--- config.mk ---
export PLATFORM = sky130hd
export DESIGN_NAME = bitstream_load_front_end
export DESIGN_NICKNAME = d
export VERILOG_FILES = /design/src/common/load_pkg.sv /design/src/verilog/pin_sync.sv /design/src/verilog/bitstream_load_front_end.sv
export VERILOG_INCLUDE_DIRS = /design/src /design/src/common
export SDC_FILE = /design/constraint.sdc
export NUM_CORES = 1
export LEC_CHECK = 0
export BUFFER_PORTS_ARGS = -buffer_cell sky130_fd_sc_hd__buf_2
export CORE_ASPECT_RATIO = 0.8
export CORE_UTILIZATION = 25
export CTS_BUF_LIST = sky130_fd_sc_hd__clkbuf_8
export DETAILED_ROUTE_END_ITERATION = 10
export SLEW_MARGIN = 0
export SYNTH_ARGS = -nofsm -noshare
export SYNTH_HDL_FRONTEND = slang
export SYNTH_SLANG_ARGS = --single-unit
--- constraint.sdc ---
create_clock -name aclk -period 3.3 [get_ports aclk]
set_clock_uncertainty 0.2 [all_clocks]
set_input_delay 0 -clock aclk [delete_from_list [all_inputs] [get_ports aclk]]
set_output_delay 0 -clock aclk [all_outputs]
set_load 0.005 [all_outputs]
--- src/common/load_consts.svh ---
`ifndef LOAD_CONSTS_SVH
`define LOAD_CONSTS_SVH

`define CLK_PERIOD_NS     10
`define CLEAR_TIME_NS     1000
`define CLEAR_CYCLES      ((`CLEAR_TIME_NS + `CLK_PERIOD_NS - 1) / `CLK_PERIOD_NS)
`define SLOW_HALF_NS      320
`define SLOW_HALF_CYCLES  (`SLOW_HALF_NS / `CLK_PERIOD_NS)
`define FAST_FACTOR       8
`define FAST_HALF_CYCLES  (`SLOW_HALF_CYCLES / `FAST_FACTOR)
`define FAST_START_BITS   16

`define MODE_CODE_SLAVE   3'h7
`define MODE_CODE_SMASTER 3'h0
`define MODE_CODE_PUP     3'h4
`define MODE_CODE_PDOWN   3'h6

`define ADDR_UP_START     22'h000000
`define ADDR_DOWN_START   22'h03ffff

`define OFF_CTRL          32'h00000000
`define OFF_STATUS        32'h00000004
`define OFF_ADDR          32'h00000008
`define OFF_BITS          32'h0000000c

`define CTRL_FAST_BIT     0
`define CTRL_WIDTH_BIT    1
`define CTRL_LV_BIT       2
`define CTRL_FINISH_BIT   3
`define CTRL_RESET        4'h0

`define RESP_OKAY         2'h0
`define RESP_SLVERR       2'h2

`endif

--- src/common/load_pkg.sv ---
package load_pkg;

  typedef enum logic [2:0] {
    ST_CLEAR = 3'h0,
    ST_WAIT  = 3'h1,
    ST_LOAD  = 3'h3,
    ST_DONE  = 3'h2,
    ST_IDLE  = 3'h6
  } state_t;

  typedef enum logic [2:0] {
    MODE_SLAVE      = 3'h0,
    MODE_SER_MASTER = 3'h1,
    MODE_PAR_UP     = 3'h2,
    MODE_PAR_DOWN   = 3'h3,
    MODE_NONE       = 3'h4
  } mode_t;

  typedef struct packed {
    logic [7:0] boot_data;
    logic [2:0] mode_pins;
    logic       init;
    logic       data;
    logic       clk;
  } pins_t;

  typedef struct packed {
    logic valid;
    logic value;
  } cfg_bit_t;

endpackage

--- src/verilog/pin_sync.sv ---
`timescale 1ns/100ps
module pin_sync #(
  parameter int W = 14
) (
  input  logic         aclk,
  input  logic         aresetn,
  input  logic [W-1:0] d,
  output logic [W-1:0] q,
  output logic         rise,
  output logic         fall
);
  // pins preset high, bit 0 low like an idle clock, so no false edge
  localparam logic [W-1:0] PRESET = {{(W-1){1'b1}}, 1'b0};

  logic [W-1:0] stage1_reg;
  logic         prev_reg;

  // two flops, bit 0 also edge detected from the second
  always_ff @(posedge aclk) begin
    if (!aresetn) begin
      stage1_reg <= PRESET;
      q          <= PRESET;
      prev_reg   <= 1'b0;
    end else begin
      stage1_reg <= d;
      q          <= stage1_reg;
      prev_reg   <= q[0];
    end
  end

  assign rise = q[0] & ~prev_reg;
  assign fall = ~q[0] & prev_reg;
endmodule

--- src/verilog/bitstream_load_front_end.sv ---
`timescale 1ns/100ps
`include "load_consts.svh"
module bitstream_load_front_end (
  input  logic               aclk,
  input  logic               aresetn,
  input  logic [31:0]        awaddr,
  input  logic               awvalid,
  output logic               awready,
  input  logic [31:0]        wdata,
  input  logic [3:0]         wstrb,
  input  logic               wvalid,
  output logic               wready,
  output logic [1:0]         bresp,
  output logic               bvalid,
  input  logic               bready,
  input  logic [31:0]        araddr,
  input  logic               arvalid,
  output logic               arready,
  output logic [31:0]        rdata,
  output logic [1:0]         rresp,
  output logic               rvalid,
  input  logic               rready,
  input  logic               mode_sel_bit0,
  input  logic               mode_sel_bit1,
  input  logic               mode_sel_bit2,
  input  logic               config_clock_in,
  output logic               config_clock_out,
  output logic               config_clock_oe,
  input  logic               data_in,
  output logic               daisy_out,
  input  logic               init_in,
  output logic               init_out,
  output logic               init_oe,
  output logic               low_while_loading,
  output logic               high_while_loading,
  output logic [21:0]        boot_addr,
  output logic               boot_addr_oe,
  output logic               upper_addr_oe,
  input  logic [7:0]         boot_data,
  output logic               read_clock,
  input  logic               bits_consumed,
  output load_pkg::cfg_bit_t cfg_stream
);
  import load_pkg::*;

  localparam logic [7:0]  CLEAR_LAST = 8'(`CLEAR_CYCLES - 1);
  localparam logic [5:0]  SLOW_HALF  = 6'(`SLOW_HALF_CYCLES);
  localparam logic [5:0]  FAST_HALF  = 6'(`FAST_HALF_CYCLES);
  localparam logic [31:0] FAST_START = 32'(`FAST_START_BITS);

  function automatic mode_t decode_mode(input logic [2:0] pins);
    case (pins)
      `MODE_CODE_SLAVE:   decode_mode = MODE_SLAVE;
      `MODE_CODE_SMASTER: decode_mode = MODE_SER_MASTER;
      `MODE_CODE_PUP:     decode_mode = MODE_PAR_UP;
      `MODE_CODE_PDOWN:   decode_mode = MODE_PAR_DOWN;
      default:            decode_mode = MODE_NONE;
    endcase
  endfunction

  function automatic logic is_parallel(input mode_t m);
    return (m == MODE_PAR_UP) || (m == MODE_PAR_DOWN);
  endfunction

  function automatic logic is_master(input mode_t m);
    return (m == MODE_SER_MASTER) || is_parallel(m);
  endfunction

  function automatic logic forward(input logic b, input logic consumed);
    return consumed ? 1'b1 : b;
  endfunction

  pins_t      pins_raw;
  pins_t      pins_s;
  logic       clk_rise_s;
  logic       clk_fall_s;
  state_t     st_reg;
  mode_t      mode_reg;
  logic [7:0] clear_cnt_reg;
  logic [3:0] ctrl_reg;
  logic       running;
  logic       master;
  logic       par;
  logic       fast_act;
  logic [5:0] half;
  logic [5:0] div_cnt_reg;
  logic       config_clock_int_reg;
  logic       tick;
  logic       rise_ev;
  logic       fall_ev;
  logic [2:0] byte_cnt_reg;
  logic       started_reg;
  logic       latch_ev;
  logic [21:0] addr_reg;
  logic       bit_reg;
  logic       stage_reg;
  logic       primed_reg;
  logic [7:0] hold_reg;
  logic [7:0] shift_reg;
  logic       pload_reg;
  logic       live_reg;
  logic [31:0] bit_cnt_reg;

  assign pins_raw = {boot_data, mode_sel_bit2, mode_sel_bit1, mode_sel_bit0,
                     init_in, data_in, config_clock_in};

  pin_sync #(.W($bits(pins_t))) u_sync (
    .aclk    (aclk),
    .aresetn (aresetn),
    .d       (pins_raw),
    .q       (pins_s),
    .rise    (clk_rise_s),
    .fall    (clk_fall_s)
  );

  // sequencing: clear, wait for init, then load and done, or idle for an unsupported mode
  always_ff @(posedge aclk) begin
    if (!aresetn) begin
      st_reg   <= ST_CLEAR;
      mode_reg <= MODE_NONE;
    end else begin
      case (st_reg)
        ST_CLEAR: begin
          if (clear_cnt_reg == CLEAR_LAST) begin
            st_reg <= ST_WAIT;
          end
        end
        ST_WAIT: begin
          if (pins_s.init) begin
            mode_reg <= decode_mode(pins_s.mode_pins);
            st_reg   <= (decode_mode(pins_s.mode_pins) == MODE_NONE) ? ST_IDLE : ST_LOAD;
          end
        end
        ST_LOAD: begin
          if (ctrl_reg[`CTRL_FINISH_BIT]) begin
            st_reg <= ST_DONE;
          end
        end
        ST_DONE: st_reg <= ST_DONE;
        ST_IDLE: st_reg <= ST_IDLE;
        default: st_reg <= ST_CLEAR;
      endcase
    end
  end

  always_ff @(posedge aclk) begin
    if (!aresetn || st_reg != ST_CLEAR) begin
      clear_cnt_reg <= 8'h00;
    end else begin
      clear_cnt_reg <= clear_cnt_reg + 8'h01;
    end
  end

  // init held low by this device only while clearing
  assign init_out = 1'b0;
  assign init_oe  = (st_reg == ST_CLEAR);

  always_ff @(posedge aclk) begin
    if (!aresetn) begin
      low_while_loading  <= 1'b0;
      high_while_loading <= 1'b1;
    end else begin
      low_while_loading  <= (st_reg == ST_DONE);
      high_while_loading <= (st_reg != ST_DONE);
    end
  end

  assign running  = (st_reg == ST_LOAD);
  assign master   = running && is_master(mode_reg);
  assign par      = running && is_parallel(mode_reg);
  assign fast_act = ctrl_reg[`CTRL_FAST_BIT] && (bit_cnt_reg >= FAST_START);
  assign half     = fast_act ? FAST_HALF : SLOW_HALF;
  assign tick     = master && (div_cnt_reg >= half - 6'h01);

  // clock divider for master modes
  always_ff @(posedge aclk) begin
    if (!aresetn || !master) begin
      div_cnt_reg  <= 6'h00;
      config_clock_int_reg <= 1'b0;
    end else if (tick) begin
      div_cnt_reg  <= 6'h00;
      config_clock_int_reg <= ~config_clock_int_reg;
    end else begin
      div_cnt_reg <= div_cnt_reg + 6'h01;
    end
  end

  assign rise_ev = running && ((mode_reg == MODE_SLAVE) ? clk_rise_s : (tick && !config_clock_int_reg));
  assign fall_ev = running && ((mode_reg == MODE_SLAVE) ? clk_fall_s : (tick && config_clock_int_reg));

  // config clock pin, held low in parallel modes until first latch
  always_ff @(posedge aclk) begin
    if (!aresetn || !master) begin
      config_clock_out <= 1'b0;
      config_clock_oe  <= 1'b0;
    end else begin
      config_clock_oe <= 1'b1;
      if (tick) begin
        config_clock_out <= ~config_clock_int_reg && (!par || started_reg || latch_ev);
      end
    end
  end

  // byte timing for parallel modes
  assign latch_ev   = rise_ev && par && (byte_cnt_reg == 3'h7);
  assign read_clock = par && (byte_cnt_reg == 3'h7);

  always_ff @(posedge aclk) begin
    if (!aresetn || !par) begin
      byte_cnt_reg <= 3'h7;
      started_reg  <= 1'b0;
    end else if (rise_ev) begin
      byte_cnt_reg <= byte_cnt_reg + 3'h1;
      if (latch_ev) begin
        started_reg <= 1'b1;
      end
    end
  end

  // boot memory address, one counter for all 22 lines
  always_ff @(posedge aclk) begin
    if (!aresetn) begin
      addr_reg <= `ADDR_UP_START;
    end else if (st_reg == ST_WAIT) begin
      addr_reg <= (decode_mode(pins_s.mode_pins) == MODE_PAR_DOWN) ?
                  `ADDR_DOWN_START : `ADDR_UP_START;
    end else if (latch_ev) begin
      addr_reg <= (mode_reg == MODE_PAR_DOWN) ? addr_reg - 22'h000001 :
                  addr_reg + 22'h000001;
    end
  end

  assign boot_addr     = addr_reg;
  assign boot_addr_oe  = par;
  assign upper_addr_oe = par && (ctrl_reg[`CTRL_WIDTH_BIT] || ctrl_reg[`CTRL_LV_BIT]);

  // serial data path and daisy chain
  always_ff @(posedge aclk) begin
    if (!aresetn) begin
      bit_reg    <= 1'b0;
      stage_reg  <= 1'b1;
      primed_reg <= 1'b0;
      hold_reg   <= 8'h00;
      shift_reg  <= 8'hff;
      pload_reg  <= 1'b0;
      live_reg   <= 1'b0;
      daisy_out  <= 1'b1;
      cfg_stream <= '0;
    end else begin
      cfg_stream.valid <= 1'b0;
      if (!running) begin
        primed_reg <= 1'b0;
        pload_reg  <= 1'b0;
        live_reg   <= 1'b0;
      end else begin
        if (rise_ev) begin
          case (mode_reg)
            MODE_SLAVE: begin
              bit_reg    <= pins_s.data;
              cfg_stream <= '{valid: 1'b1, value: pins_s.data};
            end
            MODE_SER_MASTER: begin
              primed_reg <= 1'b1;
              if (primed_reg) begin
                bit_reg    <= pins_s.data;
                cfg_stream <= '{valid: 1'b1, value: pins_s.data};
              end
            end
            default: begin
              if (latch_ev) begin
                hold_reg  <= pins_s.boot_data;
                pload_reg <= 1'b1;
              end
            end
          endcase
        end
        if (fall_ev) begin
          case (mode_reg)
            MODE_SLAVE: begin
              daisy_out <= forward(bit_reg, bits_consumed);
            end
            MODE_SER_MASTER: begin
              daisy_out <= forward(stage_reg, bits_consumed);
              stage_reg <= bit_reg;
            end
            default: begin
              if (live_reg) begin
                daisy_out  <= forward(shift_reg[0], bits_consumed);
                cfg_stream <= '{valid: 1'b1, value: shift_reg[0]};
              end
              shift_reg <= pload_reg ? hold_reg : {1'b1, shift_reg[7:1]};
              live_reg  <= live_reg | pload_reg;
              pload_reg <= 1'b0;
            end
          endcase
        end
      end
    end
  end

  always_ff @(posedge aclk) begin
    if (!aresetn) begin
      bit_cnt_reg <= 32'h00000000;
    end else if (cfg_stream.valid) begin
      bit_cnt_reg <= bit_cnt_reg + 32'h00000001;
    end
  end

  // register bus slave
  logic        aw_hold_reg;
  logic        w_hold_reg;
  logic [31:0] awaddr_reg;
  logic [31:0] wdata_reg;
  logic [3:0]  wstrb_reg;
  logic        wr_go;
  logic [31:0] rd_word;
  logic        rd_hit;

  assign awready = !aw_hold_reg && !bvalid;
  assign wready  = !w_hold_reg && !bvalid;
  assign arready = !rvalid;
  assign wr_go   = aw_hold_reg && w_hold_reg;

  always_ff @(posedge aclk) begin
    if (!aresetn) begin
      aw_hold_reg <= 1'b0;
      w_hold_reg  <= 1'b0;
      awaddr_reg  <= 32'h00000000;
      wdata_reg   <= 32'h00000000;
      wstrb_reg   <= 4'h0;
      bvalid      <= 1'b0;
      bresp       <= `RESP_OKAY;
    end else begin
      if (awvalid && awready) begin
        aw_hold_reg <= 1'b1;
        awaddr_reg  <= awaddr;
      end
      if (wvalid && wready) begin
        w_hold_reg <= 1'b1;
        wdata_reg  <= wdata;
        wstrb_reg  <= wstrb;
      end
      if (wr_go) begin
        aw_hold_reg <= 1'b0;
        w_hold_reg  <= 1'b0;
        bvalid      <= 1'b1;
        bresp       <= (awaddr_reg == `OFF_CTRL) ? `RESP_OKAY : `RESP_SLVERR;
      end else if (bvalid && bready) begin
        bvalid <= 1'b0;
      end
    end
  end

  always_ff @(posedge aclk) begin
    if (!aresetn) begin
      ctrl_reg <= `CTRL_RESET;
    end else if (wr_go && awaddr_reg == `OFF_CTRL && wstrb_reg[0]) begin
      ctrl_reg <= wdata_reg[3:0];
    end
  end

  always_comb begin
    rd_hit  = 1'b1;
    rd_word = 32'h00000000;
    case (araddr)
      `OFF_CTRL:   rd_word = {28'h0000000, ctrl_reg};
      `OFF_STATUS: rd_word = {16'h0000, shift_reg, fast_act, pins_s.init,
                              st_reg, mode_reg};
      `OFF_ADDR:   rd_word = {10'h000, addr_reg};
      `OFF_BITS:   rd_word = bit_cnt_reg;
      default:     rd_hit = 1'b0;
    endcase
  end

  always_ff @(posedge aclk) begin
    if (!aresetn) begin
      rvalid <= 1'b0;
      rdata  <= 32'h00000000;
      rresp  <= `RESP_OKAY;
    end else if (arvalid && arready) begin
      rvalid <= 1'b1;
      rdata  <= rd_word;
      rresp  <= rd_hit ? `RESP_OKAY : `RESP_SLVERR;
    end else if (rvalid && rready) begin
      rvalid <= 1'b0;
    end
  end
endmodule

==> impl_summary.txt, run 1 <==
----------------------------------------------------
[Cells and area]
  Diodes inserted ... 0
  Final Instance Count excl. Fillers ... 2033
  Share of layout cells above drive strength 1 ... 25.85%
  Area overhead of the layout relative to synthesis ... 40.62%
  Number of nets in the layout ... 1634
  Final standard cell area without fillers ... about 0.014 mm²

[Setup path]
  Most used cell along the critical path ... sky130_fd_sc_hd__a21oi_1
  Count of cells along the worst register-to-register path ... 12
  Startpoint-to-endpoint class of the critical path ... register to register
  Largest fanout on the critical path ... 7
  Max stage delay cell, worst path ... sky130_fd_sc_hd__mux2_2
  Startpoint of the most critical register-to-register path ... mode_reg[2]$_SDFFE_PN1P_
  Required time at the endpoint of the critical path ... 3.58 ns
  Worst Setup End Kind ... register
  Largest incremental delay on the critical path ... 0.40 ns
  Kind of cell adding the most delay to the critical path ... compound AO/OA/AOI/OAI gates
  Signal arrival time at the worst endpoint ... 3.49 ns
  Worst Path Buf+Inv ... 3
  Worst R2R Setup Slack ... 0.1 ns
  Cell chain of the critical path ... nand3b_1 -> clkinvlp_4 -> buf_12 -> ha_1 -> buf_4 -> a21oi_1 -> o21bai_1 -> nor3_2 -> a21boi_2 -> a31oi_2 -> mux2_2 -> a21oi_1
  Worst reg2reg endpoint ... boot_addr[18]$_SDFFE_PN0P_
  Critical Path Source Type ... register

[Yosys]
  Most repeated cell in the gate-level netlist after synthesis ... sky130_fd_sc_hd__dfxtp_1
  Sequential element share of the synthesized area ... between 40% and 50%
  Flip-flop and latch count after synthesis ... 215
  YS warnings ... 0
  Post-synthesis instance area ... 0.009896 mm²
  Area share of the leading cell type in the synthesized netlist ... 43.49%
  Number of synthesized flops with an enable pin ... 0
  Largest area contributor in the synthesized netlist ... sky130_fd_sc_hd__dfxtp_1
  Most common flop cell mapped by yosys ... sky130_fd_sc_hd__dfxtp_1
  Biggest area contributors in the synthesized netlist ... sky130_fd_sc_hd__dfxtp_1 43%, sky130_fd_sc_hd__nand2_1 5.4%, sky130_fd_sc_hd__a21oi_1 5.1%
  Synth Instances ... 1144
  Mean instance size in the synthesized netlist ... 8.650 µm²
  Count of cell types in the netlist ... 75
  Fraction of synthesis flops using an asynchronous set or reset pin ... 0%
  Most frequent cells after synthesis ... 215 x sky130_fd_sc_hd__dfxtp_1, 143 x sky130_fd_sc_hd__nand2_1, 131 x sky130_fd_sc_hd__nor2_1

[Drt]
  Via count ... 9578
  Detail-routed via count per cell ... 4.711
  Total wirelength of the detailed-routed design ... around 33000 µm
  Detailed-route DRC error count ... 0
  Number of nets still failing antenna checks after routing ... 0
  First-pass DRT Iterations ... 4
  Routed length per placed instance ... 16.03 µm
  Initial DRC Count ... approximately 650

[Place]
  Dpl ws ... -0.1204 ns
  Area after detailed placement ... 0.01179 mm²
  Count of placed standard cells including taps ... 1858
  Detailed Place HPWL ... 23030 µm
  Routability congestion estimate from global placement ... 0.8626
  # port buffers ... ~160

[CTS]
  CTS H-Tree Depth ... 2
  Clock edge transition at the registers on the reported setup and hold paths ... 0.06 ns
  Clock latency on the worst-skew pair ... 0.57 ns
  Clock Tree Root ... sky130_fd_sc_hd__clkbuf_8
  Clock buffer count from CTS ... 36
  Sink Count ... 215
  Clock tree from TritonCTS ... built
  Number of buffers on the longest clock path ... 3

[GRT]
  Largest net degree at the start of global routing ... 56
  Most utilized layer in the global route result ... met2
  M2 GR Usage ... 23.96%
  GRT Total Usage ... 15.77%
  Initial antenna violation count ... 0
  Global-route wire length before repair ... 50420 µm
  Congestion Overflow GR ... 0
  Via count of the first global-routing pass ... 9241
  Global-route met3 utilization ... approximately 3.4%
  Global Route met1 Usage ... 22.52%

[Timing]
  Final hold violation count ... 0
  Transition time at the pin with the least slew margin ... 1.096 ns
  RSZ-0062 raised after global routing ... true
  Final-report max-slew violation count ... 0
  Crit share post-route ... a little over nine tenths
  Max Clock Freq ... 0.3120 GHz
  Setup violators final ... 0
  Fin crit period ... 3.205 ns
  Worst Setup Slack, final ... about 0.095 ns
  Worst-case headroom to the max-slew limit ... 26.90%
  Setup total negative slack ... 0 ns

[Pwr]
  Pwr Density ... about 400 mW/mm²
  VDD IR max ... 0.2563 mV
  Leakage Power ... slightly below 6 nW

[Die]
  Placeable core region ... 0.03860 mm²
  Horizontal die dimension ... 224.4 µm
  I/O pins ... 197
  Initial core utilization ... 25.64%
  Area enclosed by the die boundary ... 0.04039 mm²
  Die height ... 180.0 µm
  Number of rows created at floorplan ... 64

[Min path]
  Min-Delay Startpoint ... config_clock_in
  Worst Hold End ... u_sync.stage1_reg[0]$_SDFF_PN0_
  Hold Crit Depth ... 3
  Hold Path Class ... input pin to register

[Run]
  Number of max-cap violations ... 0

[Run status]
  Outcome ... complete, no violations

----------------------------------------------------
==> area by class of cell <==
| cell class | instances | area [µm²] |
|---|---|---|
| clock buffer | 44 | 605.6 |
| fill | 3971 | 24680 |
| inverter | 22 | 88.84 |
| clock inverter | 17 | 108.9 |
| tap | 528 | 660.6 |
| multi-input combinational | 840 | 5443 |
| timing repair buffer | 367 | 2703 |
| sequential | 215 | 4307 |
==> per-stage QoR <==
| stage | power [W] | utilization [%] | hold slack, ns |
|---|---|---|---|
| after detailed placement | 0.003011 | 30.54 | -0.01697 |
| after global routing | 0.005710 | 36.05 | 0.01287 |
| after floorplan | 0.002896 | - | -0.09853 |
| final | 0.005463 | 36.05 | 0.02401 |
| after global placement | 0.003003 | 30.54 | -0.02036 |
| after CTS | 0.005542 | 35.14 | 0.0004897 |
==> cell families (layout without fill, tap and decap cells) <==
| family | Yosys count | after routing | share of synthesized area (%) |
|---|---|---|---|
| and+or+nand+nor | 457 | 457 | 22.06 |
| buffers and inverters | 91 | 450 | 3.869 |
| AOI/OAI and AO/OA | 251 | 251 | 16.50 |
| DFF | 215 | 215 | 43.49 |
| muxes | 50 | 50 | 5.829 |
| adders and majority gates | 30 | 30 | 3.869 |
| other | 1 | 3 | 0.03790 |
| xor gates and xnor gates | 49 | 49 | 4.337 |
==> worst max-delay path by stage <==
| stage | from | depth (start not counted) | to | slack (ns) |
|---|---|---|---|---|
| 5_1_grt | mode_reg[2]$_SDFFE_PN1P_ | 12 | boot_addr[18]$_SDFFE_PN0P_ | -0.04 |
| 2_1_floorplan | mode_reg[0]$_SDFFE_PN0P_ | 11 | boot_addr[21]$_SDFFE_PN0P_ | -0.19 |
| 3_5_place_dp | bit_cnt_reg[12]$_SDFFE_PN0P_ | 14 | boot_addr[8]$_SDFFE_PN0P_ | -0.12 |
| 6_report | mode_reg[2]$_SDFFE_PN1P_ | 12 | boot_addr[18]$_SDFFE_PN0P_ | 0.1 |
| 3_3_place_gp | bit_cnt_reg[31]$_SDFFE_PN0P_ | 13 | boot_addr[21]$_SDFFE_PN0P_ | -0.14 |
| 4_1_cts | bit_cnt_reg[31]$_SDFFE_PN0P_ | 15 | boot_addr[8]$_SDFFE_PN0P_ | 0.003 |
==> worst reg2reg max path: stages (launching register included) <==
cell	delay (ns)
sky130_fd_sc_hd__dfxtp_2	0.32
sky130_fd_sc_hd__nand3b_1	0.18
sky130_fd_sc_hd__clkinvlp_4	0.25
sky130_fd_sc_hd__buf_12	0.21
sky130_fd_sc_hd__ha_1	0.33
sky130_fd_sc_hd__buf_4	0.17
sky130_fd_sc_hd__a21oi_1	0.16
sky130_fd_sc_hd__o21bai_1	0.13
sky130_fd_sc_hd__nor3_2	0.21
sky130_fd_sc_hd__a21boi_2	0.12
sky130_fd_sc_hd__a31oi_2	0.34
sky130_fd_sc_hd__mux2_2	0.40
sky130_fd_sc_hd__a21oi_1	0.14
==> placed cells by master, fill, tap and decap left out, types with 21 or more instances in the layout <==
cell type and instances:
sky130_fd_sc_hd__a21oi_1 95, sky130_fd_sc_hd__a22oi_1 27, sky130_fd_sc_hd__buf_2 162, sky130_fd_sc_hd__buf_4 92, sky130_fd_sc_hd__clkbuf_8 44, sky130_fd_sc_hd__dfxtp_1 213, sky130_fd_sc_hd__dlygate4sd3_1 103, sky130_fd_sc_hd__ha_1 22
sky130_fd_sc_hd__inv_1 31, sky130_fd_sc_hd__mux2_2 21, sky130_fd_sc_hd__mux2i_1 25, sky130_fd_sc_hd__nand2_1 143, sky130_fd_sc_hd__nand2b_1 38, sky130_fd_sc_hd__nand3_1 30, sky130_fd_sc_hd__nor2_1 131, sky130_fd_sc_hd__o21ai_0 27
sky130_fd_sc_hd__xnor2_1 22, sky130_fd_sc_hd__xor2_1 27
==> per-layer routing <==
metal  vias up  wire, µm
met3        40      2316
met4         0       467
met5         -         0
li1       4695         -
met1      4533     15770
met2       310     14030
==> repair_timing <==
| item | in CTS | in global routing |
|---|---|---|
| pin swaps | 4 | 15 |
| cloned | 0 | 2 |
| setup endpoints to repair | 15 | 33 |
| setup buffers | 0 | 10 |
| hold endpoints to repair | 109 | 0 |
| gates resized for setup | 6 | 41 |
| hold buffers | 103 | 0 |
==> report_power, final <==
| group | leakage (nW) | switching (W) | internal [W] |
|---|---|---|---|
| sequential | 1.75 | 0.0000310 | 0.00265 |
| clock | 0.408 | 0.00112 | 0.00129 |
| combinational | 3.72 | 0.000183 | 0.000190 |
| total | 5.87 | 0.00133 | 0.00413 |
Note: power is estimated with default switching activity, not from simulation.
==> inputs of run 2 (changes only) <==
SETUP_SLACK_MARGIN = 0.5   (was default)
==> run 2 against run 1 <==
Design area up 1.8%. First-iteration DRC count up 12%. Critical path type unchanged. Largest cell class unchanged. Worst hold slack better by 0.011 ns.
==> impl_summary.txt, run 2 (synthesized netlist as in run 1, its figures left out) <==
----------------------------------------------------
[Run status]
  Outcome ... complete, no violations

[GRT]
  Initial antenna violation count ... 0
  Congestion Overflow GR ... 0
  Via count of the first global-routing pass ... around 9200
  Largest net degree at the start of global routing ... 68
  GRT Total Usage ... 16.05%
  Global-route wire length before repair ... about 51000 µm

[CTS]
  Clock edge transition at the registers on the reported setup and hold paths ... 0.06 ns
  Sink Count ... 215
  Clock latency on the worst-skew pair ... 0.54 ns
  Number of buffers on the longest clock path ... 3
  Clock buffer count from CTS ... 35
  CTS H-Tree Depth ... 2
  Clock Tree Root ... sky130_fd_sc_hd__clkbuf_8
  Clock tree from TritonCTS ... built

[Cells and area]
  Most frequent cells in the layout ... 212 x sky130_fd_sc_hd__dfxtp_1, 162 x sky130_fd_sc_hd__buf_2, 135 x sky130_fd_sc_hd__nand2_1
  Number of nets in the layout ... ~1600
  Most common cell after layout, fill and taps aside ... sky130_fd_sc_hd__dfxtp_1
  Area overhead of the layout relative to synthesis ... 43.13%
  Diodes inserted ... 0
  Share of layout cells above drive strength 1 ... 30.07%
  # fillers ... 3958

[Die]
  Area enclosed by the die boundary ... approximately 0.04 mm²
  Number of rows created at floorplan ... 64
  Initial core utilization ... about a quarter
  Horizontal die dimension ... 224.4 µm
  Placeable core region ... about 0.039 mm²
  I/O pins ... just under 200
  Die height ... 180.0 µm

[Setup path]
  Worst Setup End Kind ... register
  Largest incremental delay on the critical path ... 0.51 ns
  Worst reg2reg endpoint ... boot_addr[21]$_SDFFE_PN0P_
  Most used cell along the critical path ... sky130_fd_sc_hd__buf_12
  Required time at the endpoint of the critical path ... 3.50 ns
  Worst R2R Setup Slack ... 0.10 ns
  Startpoint of the most critical register-to-register path ... mode_reg[2]$_SDFFE_PN1P_
  Largest fanout on the critical path ... 6
  Cell chain of the critical path ... nand3b_1 -> clkinvlp_4 -> buf_12 -> buf_12 -> ha_4 -> a211o_1 -> or4_4 -> and2_4 -> a31oi_4 -> nor4_1 -> or4_1
  Count of cells along the worst register-to-register path ... 11
  Max stage delay cell, worst path ... sky130_fd_sc_hd__or4_1
  Startpoint-to-endpoint class of the critical path ... register to register
  Signal arrival time at the worst endpoint ... between 3 and 4 ns
  Critical Path Source Type ... register

[Min path]
  Hold Path Class ... input pin to register
  Hold Crit Depth ... 3
  Worst Hold End ... u_sync.stage1_reg[0]$_SDFF_PN0_
  Min-Delay Startpoint ... config_clock_in

[Drt]
  Total wirelength of the detailed-routed design ... about 33000 µm
  Initial DRC Count ... 732
  Via count ... 9673
  Detail-routed via count per cell ... 4.770
  Detailed-route DRC error count ... 0
  Routed length per placed instance ... ~17 µm
  Number of nets still failing antenna checks after routing ... 0
  First-pass DRT Iterations ... 5

[Place]
  Detailed Place HPWL ... between 20000 and 25000 µm
  Dpl ws ... -0.01734 ns
  # port buffers ... approximately 160
  Routability congestion estimate from global placement ... 0.8498

[Pwr]
  Clock share of power ... 42.6%
  Pwr Density ... 373.6 mW/mm²
  Switching portion of total power ... 24.37%
  Final Total Pwr ... 0.005292 W
  VDD IR max ... 0.2192 mV
  Sw Pwr ... 0.001289 W
  Leakage Power ... 5.910 nW
  Combinational group share of total power ... 6.7%
  Sequential group share of total power ... 50.7%
  Internal power contribution ... 0.004003 W

[Timing]
  Transition time at the pin with the least slew margin ... 1.104 ns
  Worst-case headroom to the max-slew limit ... a little over a quarter
  Final-report max-slew violation count ... 0
  Setup violators final ... 0
  Max Clock Freq ... 0.3128 GHz
  Worst Setup Slack, final ... 0.1036 ns
  Final hold violation count ... 0
  Crit share post-route ... 96.86%
  RSZ-0062 raised after global routing ... true
  Fin crit period ... 3.196 ns

[Run]
  Number of max-cap violations ... 0

----------------------------------------------------
run 2: cell count changes in the layout (fill, tap and decap cells not counted), sizes merged:
cell / delta
dlygate4sd3: -21
buf: +17
clkbuf: -2
bufinv: -1
dlymetal6s4s: +1
inv: +1
run 2: worst max-delay path by stage:
stage / startpoint / to / slack (ns) / cells past startpoint
2_1_floorplan: mode_reg[0]$_SDFFE_PN0P_ / boot_addr[21]$_SDFFE_PN0P_ / -0.19 / 11
6_report: mode_reg[2]$_SDFFE_PN1P_ / boot_addr[21]$_SDFFE_PN0P_ / 0.10 / 11
5_1_grt: bit_cnt_reg[31]$_SDFFE_PN0P_ / boot_addr[8]$_SDFFE_PN0P_ / -0.009 / 14
4_1_cts: bit_cnt_reg[30]$_SDFFE_PN0P_ / boot_addr[21]$_SDFFE_PN0P_ / 0.14 / 12
3_5_place_dp: mode_reg[2]$_SDFFE_PN1P_ / boot_addr[21]$_SDFFE_PN0P_ / -0.02 / 10
3_3_place_gp: mode_reg[2]$_SDFFE_PN1P_ / boot_addr[21]$_SDFFE_PN0P_ / 0.06 / 10
run 2: layout make-up:
class                           count  area, µm²  share of cell area (%)
Clock buffer                       43      591.8                   4.178
Clock inverter                     17      75.07                  0.5300
Inverter                           22      88.84                  0.6272
Multi-Input combinational cell    840       5724                   40.42
Sequential cell                   215       4308                   30.42
Tap cell                          528      660.6                   4.664
Timing Repair Buffer              363       2715                   19.17
run 2: through the flow:
stage               hold slack (ns)  instance area (µm²)  instances  util (%)   TNS, ns
floorplan                  -0.09853                 9923       1146         -   -0.1914
finish                      0.03493                14160       2028     36.70         0
detailed placement         -0.01651                11850       1865     30.70  -0.01734
global placement           -0.01689                11850       1865     30.70         0
CTS                         0.01197                13830       2023     35.83         0
global route                0.01757                14160       2028     36.70  -0.01216
run 2: repair_timing:
action	in CTS	in global routing
pin swaps	30	33
hold buffers	83	0
buffers inserted	13	4
cloned	2	1
endpoints found under the hold margin	103	0
setup endpoints to repair	52	56
gates resized for setup	79	57
run 2: per-layer routing:
layer,wire [µm],GRT usage (%)
met5,0,0
met4,721,4.571
met3,2416,3.580
met2,14210,23.85
met1,16130,22.99
run 2: worst max-delay path: cells and delay by family, from the launching register on:
family	cells	cell delay, ns
AND/OR/NAND/NOR	5	1.43
AO/OA/AOI/OAI	2	0.47
buffers and inverters	3	0.42
flip-flops	1	0.32
adder cells (fa/ha/maj)	1	0.22
run 2: power groups by stage:
stage	logic (W)	registers, W	clock network [W]
floorplan	0.000167	0.00273	0
detailed placement	0.000273	0.00274	0
global placement	0.000268	0.00274	0
global route	0.000392	0.00269	0.00244
finish	0.000356	0.00268	0.00225
CTS	0.000353	0.00268	0.00231
==> inputs of run 3 (changes only) <==
REMOVE_ABC_BUFFERS = 1   (was default)
==> run 3 against run 2 <==
Count of clock-buffer cells in the layout increased by 6. Critical path type unchanged. Core utilization increased by 0.41 points. Largest cell class unchanged. Combinational power increased by 3%. Highest routed layer is now met5. Critical endpoint is now boot_addr[20]$_SDFFE_PN0P_. Critical path depth increased by 3. First-iteration DRC count decreased by 16%.
==> impl_summary.txt, run 3 (synthesized netlist as in run 1, its figures left out) <==
----------------------------------------------------
[CTS]
  Clock edge transition at the registers on the reported setup and hold paths ... 0.06 ns
  CTS H-Tree Depth ... 2
  Clock buffer count from CTS ... 38
  Number of buffers on the longest clock path ... 3
  Clock latency on the worst-skew pair ... about 0.55 ns
  Sink Count ... 215
  Clock Tree Root ... sky130_fd_sc_hd__clkbuf_8
  Clock tree from TritonCTS ... built

[Setup path]
  Worst Setup End Kind ... register
  Critical Path Source Type ... register
  Startpoint-to-endpoint class of the critical path ... register to register
  Kind of cell adding the most delay to the critical path ... compound AO/OA/AOI/OAI gates
  Worst Path Buf+Inv ... 3
  Cell chain of the critical path ... nor4_4 -> nand4_1 -> o21a_1 -> ha_4 -> a211oi_4 -> o21ai_1 -> buf_4 -> nand3b_4 -> a21oi_4 -> buf_12 -> buf_4 -> and4_1 -> a221oi_2 -> o31ai_1
  Critical Path Start ... bit_cnt_reg[11]$_SDFFE_PN0P_
  Largest fanout on the critical path ... 9
  Signal arrival time at the worst endpoint ... 3.39 ns
  Largest incremental delay on the critical path ... 0.34 ns
  Required time at the endpoint of the critical path ... 3.53 ns
  Startpoint of the most critical register-to-register path ... bit_cnt_reg[11]$_SDFFE_PN0P_
  Most used cell along the critical path ... sky130_fd_sc_hd__buf_4
  Max stage delay cell, worst path ... sky130_fd_sc_hd__dfxtp_2
  Worst R2R Setup Slack ... roughly 0.14 ns

[Cells and area]
  Most frequent cells in the layout ... 210 x sky130_fd_sc_hd__dfxtp_1, 162 x sky130_fd_sc_hd__buf_2, 143 x sky130_fd_sc_hd__nand2_1
  Share of layout cells above drive strength 1 ... 28.66%
  Most common cell after layout, fill and taps aside ... sky130_fd_sc_hd__dfxtp_1
  Area overhead of the layout relative to synthesis ... 44.71%
  Diodes inserted ... 0
  Number of nets in the layout ... 1653
  Util after Layout ... 37.10%

[Die]
  Initial core utilization ... 25.64%
  I/O pins ... between 150 and 200
  Horizontal die dimension ... approximately 220 µm
  Number of rows created at floorplan ... 64
  Area enclosed by the die boundary ... 0.04039 mm²
  Die height ... 180.0 µm
  Placeable core region ... 0.03860 mm²

[Drt]
  Total wirelength of the detailed-routed design ... 32280 µm
  Routed length per placed instance ... 15.70 µm
  Via count ... around 9600
  Detailed-route DRC error count ... 0
  Number of nets still failing antenna checks after routing ... 0
  Detail-routed via count per cell ... 4.684
  First-pass DRT Iterations ... 5
  Initial DRC Count ... 617

[GRT]
  Via count of the first global-routing pass ... 9303
  Global-route wire length before repair ... ~50000 µm
  Congestion Overflow GR ... 0
  Initial antenna violation count ... 1
  GRT Total Usage ... 15.64%
  Largest net degree at the start of global routing ... 100

[Pwr]
  VDD IR max ... 0.2633 mV
  Pwr Density ... a little over 400 mW/mm²
  Leakage Power ... 6.053 nW

[Min path]
  Hold Path Class ... input pin to register
  Min-Delay Startpoint ... awaddr[10]

[Timing]
  Setup violators final ... 0
  Worst-case headroom to the max-slew limit ... 24.50%
  Fin crit period ... 3.163 ns
  Final-report max-slew violation count ... 0
  Setup total negative slack ... 0 ns
  Max Clock Freq ... 0.3161 GHz
  Final hold violation count ... 0
  Worst hold-check slack ... 0.04707 ns
  RSZ-0062 raised after global routing ... true
  Crit share post-route ... 95.86%
  Transition time at the pin with the least slew margin ... 1.133 ns

[Run status]
  Outcome ... complete, no violations

[Place]
  # port buffers ... 162
  Detailed Place HPWL ... 22120 µm
  Routability congestion estimate from global placement ... 0.8556

[Run]
  Number of max-cap violations ... 0

----------------------------------------------------
## run 3: layer usage
layer	share of wire [%]	GRT usage [%]
met5	0.037	0
met3	6.5	3.808
met1	46	20.69
met4	2.8	5.633
met2	45	24.59
## run 3: layout make-up
class                   count  area [µm²]
inverters                  22       87.58
fillers                  3927       24280
clock inverters            18       196.4
clock buffers              49       674.4
repair buffers            384        2838
multi-input cells         840        5553
well taps                 528       660.6
flip-flops and latches    215        4310
## run 3: per-stage QoR
| stage | setup slack (ns) | power (W) | instance area, µm² | instances |
|---|---|---|---|---|
| after CTS | 0.1804 | 0.005954 | 14200 | 2053 |
| after floorplan | -0.1772 | 0.002864 | 9603 | 1077 |
| after global placement | -0.03333 | 0.003005 | 11840 | 1864 |
| after detailed placement | -0.04976 | 0.003009 | 11840 | 1864 |
| final | 0.1367 | 0.005860 | 14320 | 2056 |
| after global routing | 0.009427 | 0.006120 | 14320 | 2056 |
## run 3: worst min-delay path, cell delays in order
cell                            delay (ns)
sky130_fd_sc_hd__dlygate4sd3_1        0.52
sky130_fd_sc_hd__buf_2                0.11
sky130_fd_sc_hd__nand2_1              0.04
sky130_fd_sc_hd__a21oi_1              0.05
## run 3: power breakdown
part | internal, W | total, W | switching, W
Clock | 0.00166 | 0.00281 | 0.00115
Sequential | 0.00265 | 0.00268 | 0.0000300
Combinational | 0.000189 | 0.000367 | 0.000178
## run 3: path summary, 6_finish.rpt
check	end	depth (start not counted)
min reg2reg	u_sync.q[9]$_SDFF_PN1_	1
max	boot_addr[20]$_SDFFE_PN0P_	14
max reg2reg	boot_addr[20]$_SDFFE_PN0P_	14
min	awaddr_reg[10]$_SDFFE_PN0P_	4
## run 3: repair_timing
| action | CTS | global route |
|---|---|---|
| pin swaps | 24 | 10 |
| endpoints found under the hold margin | 149 | 0 |
| gates resized for setup | 66 | 17 |
| gates cloned | 1 | 0 |
| hold buffers | 103 | 0 |
| setup endpoints to repair | 52 | 52 |
| setup buffers | 18 | 3 |
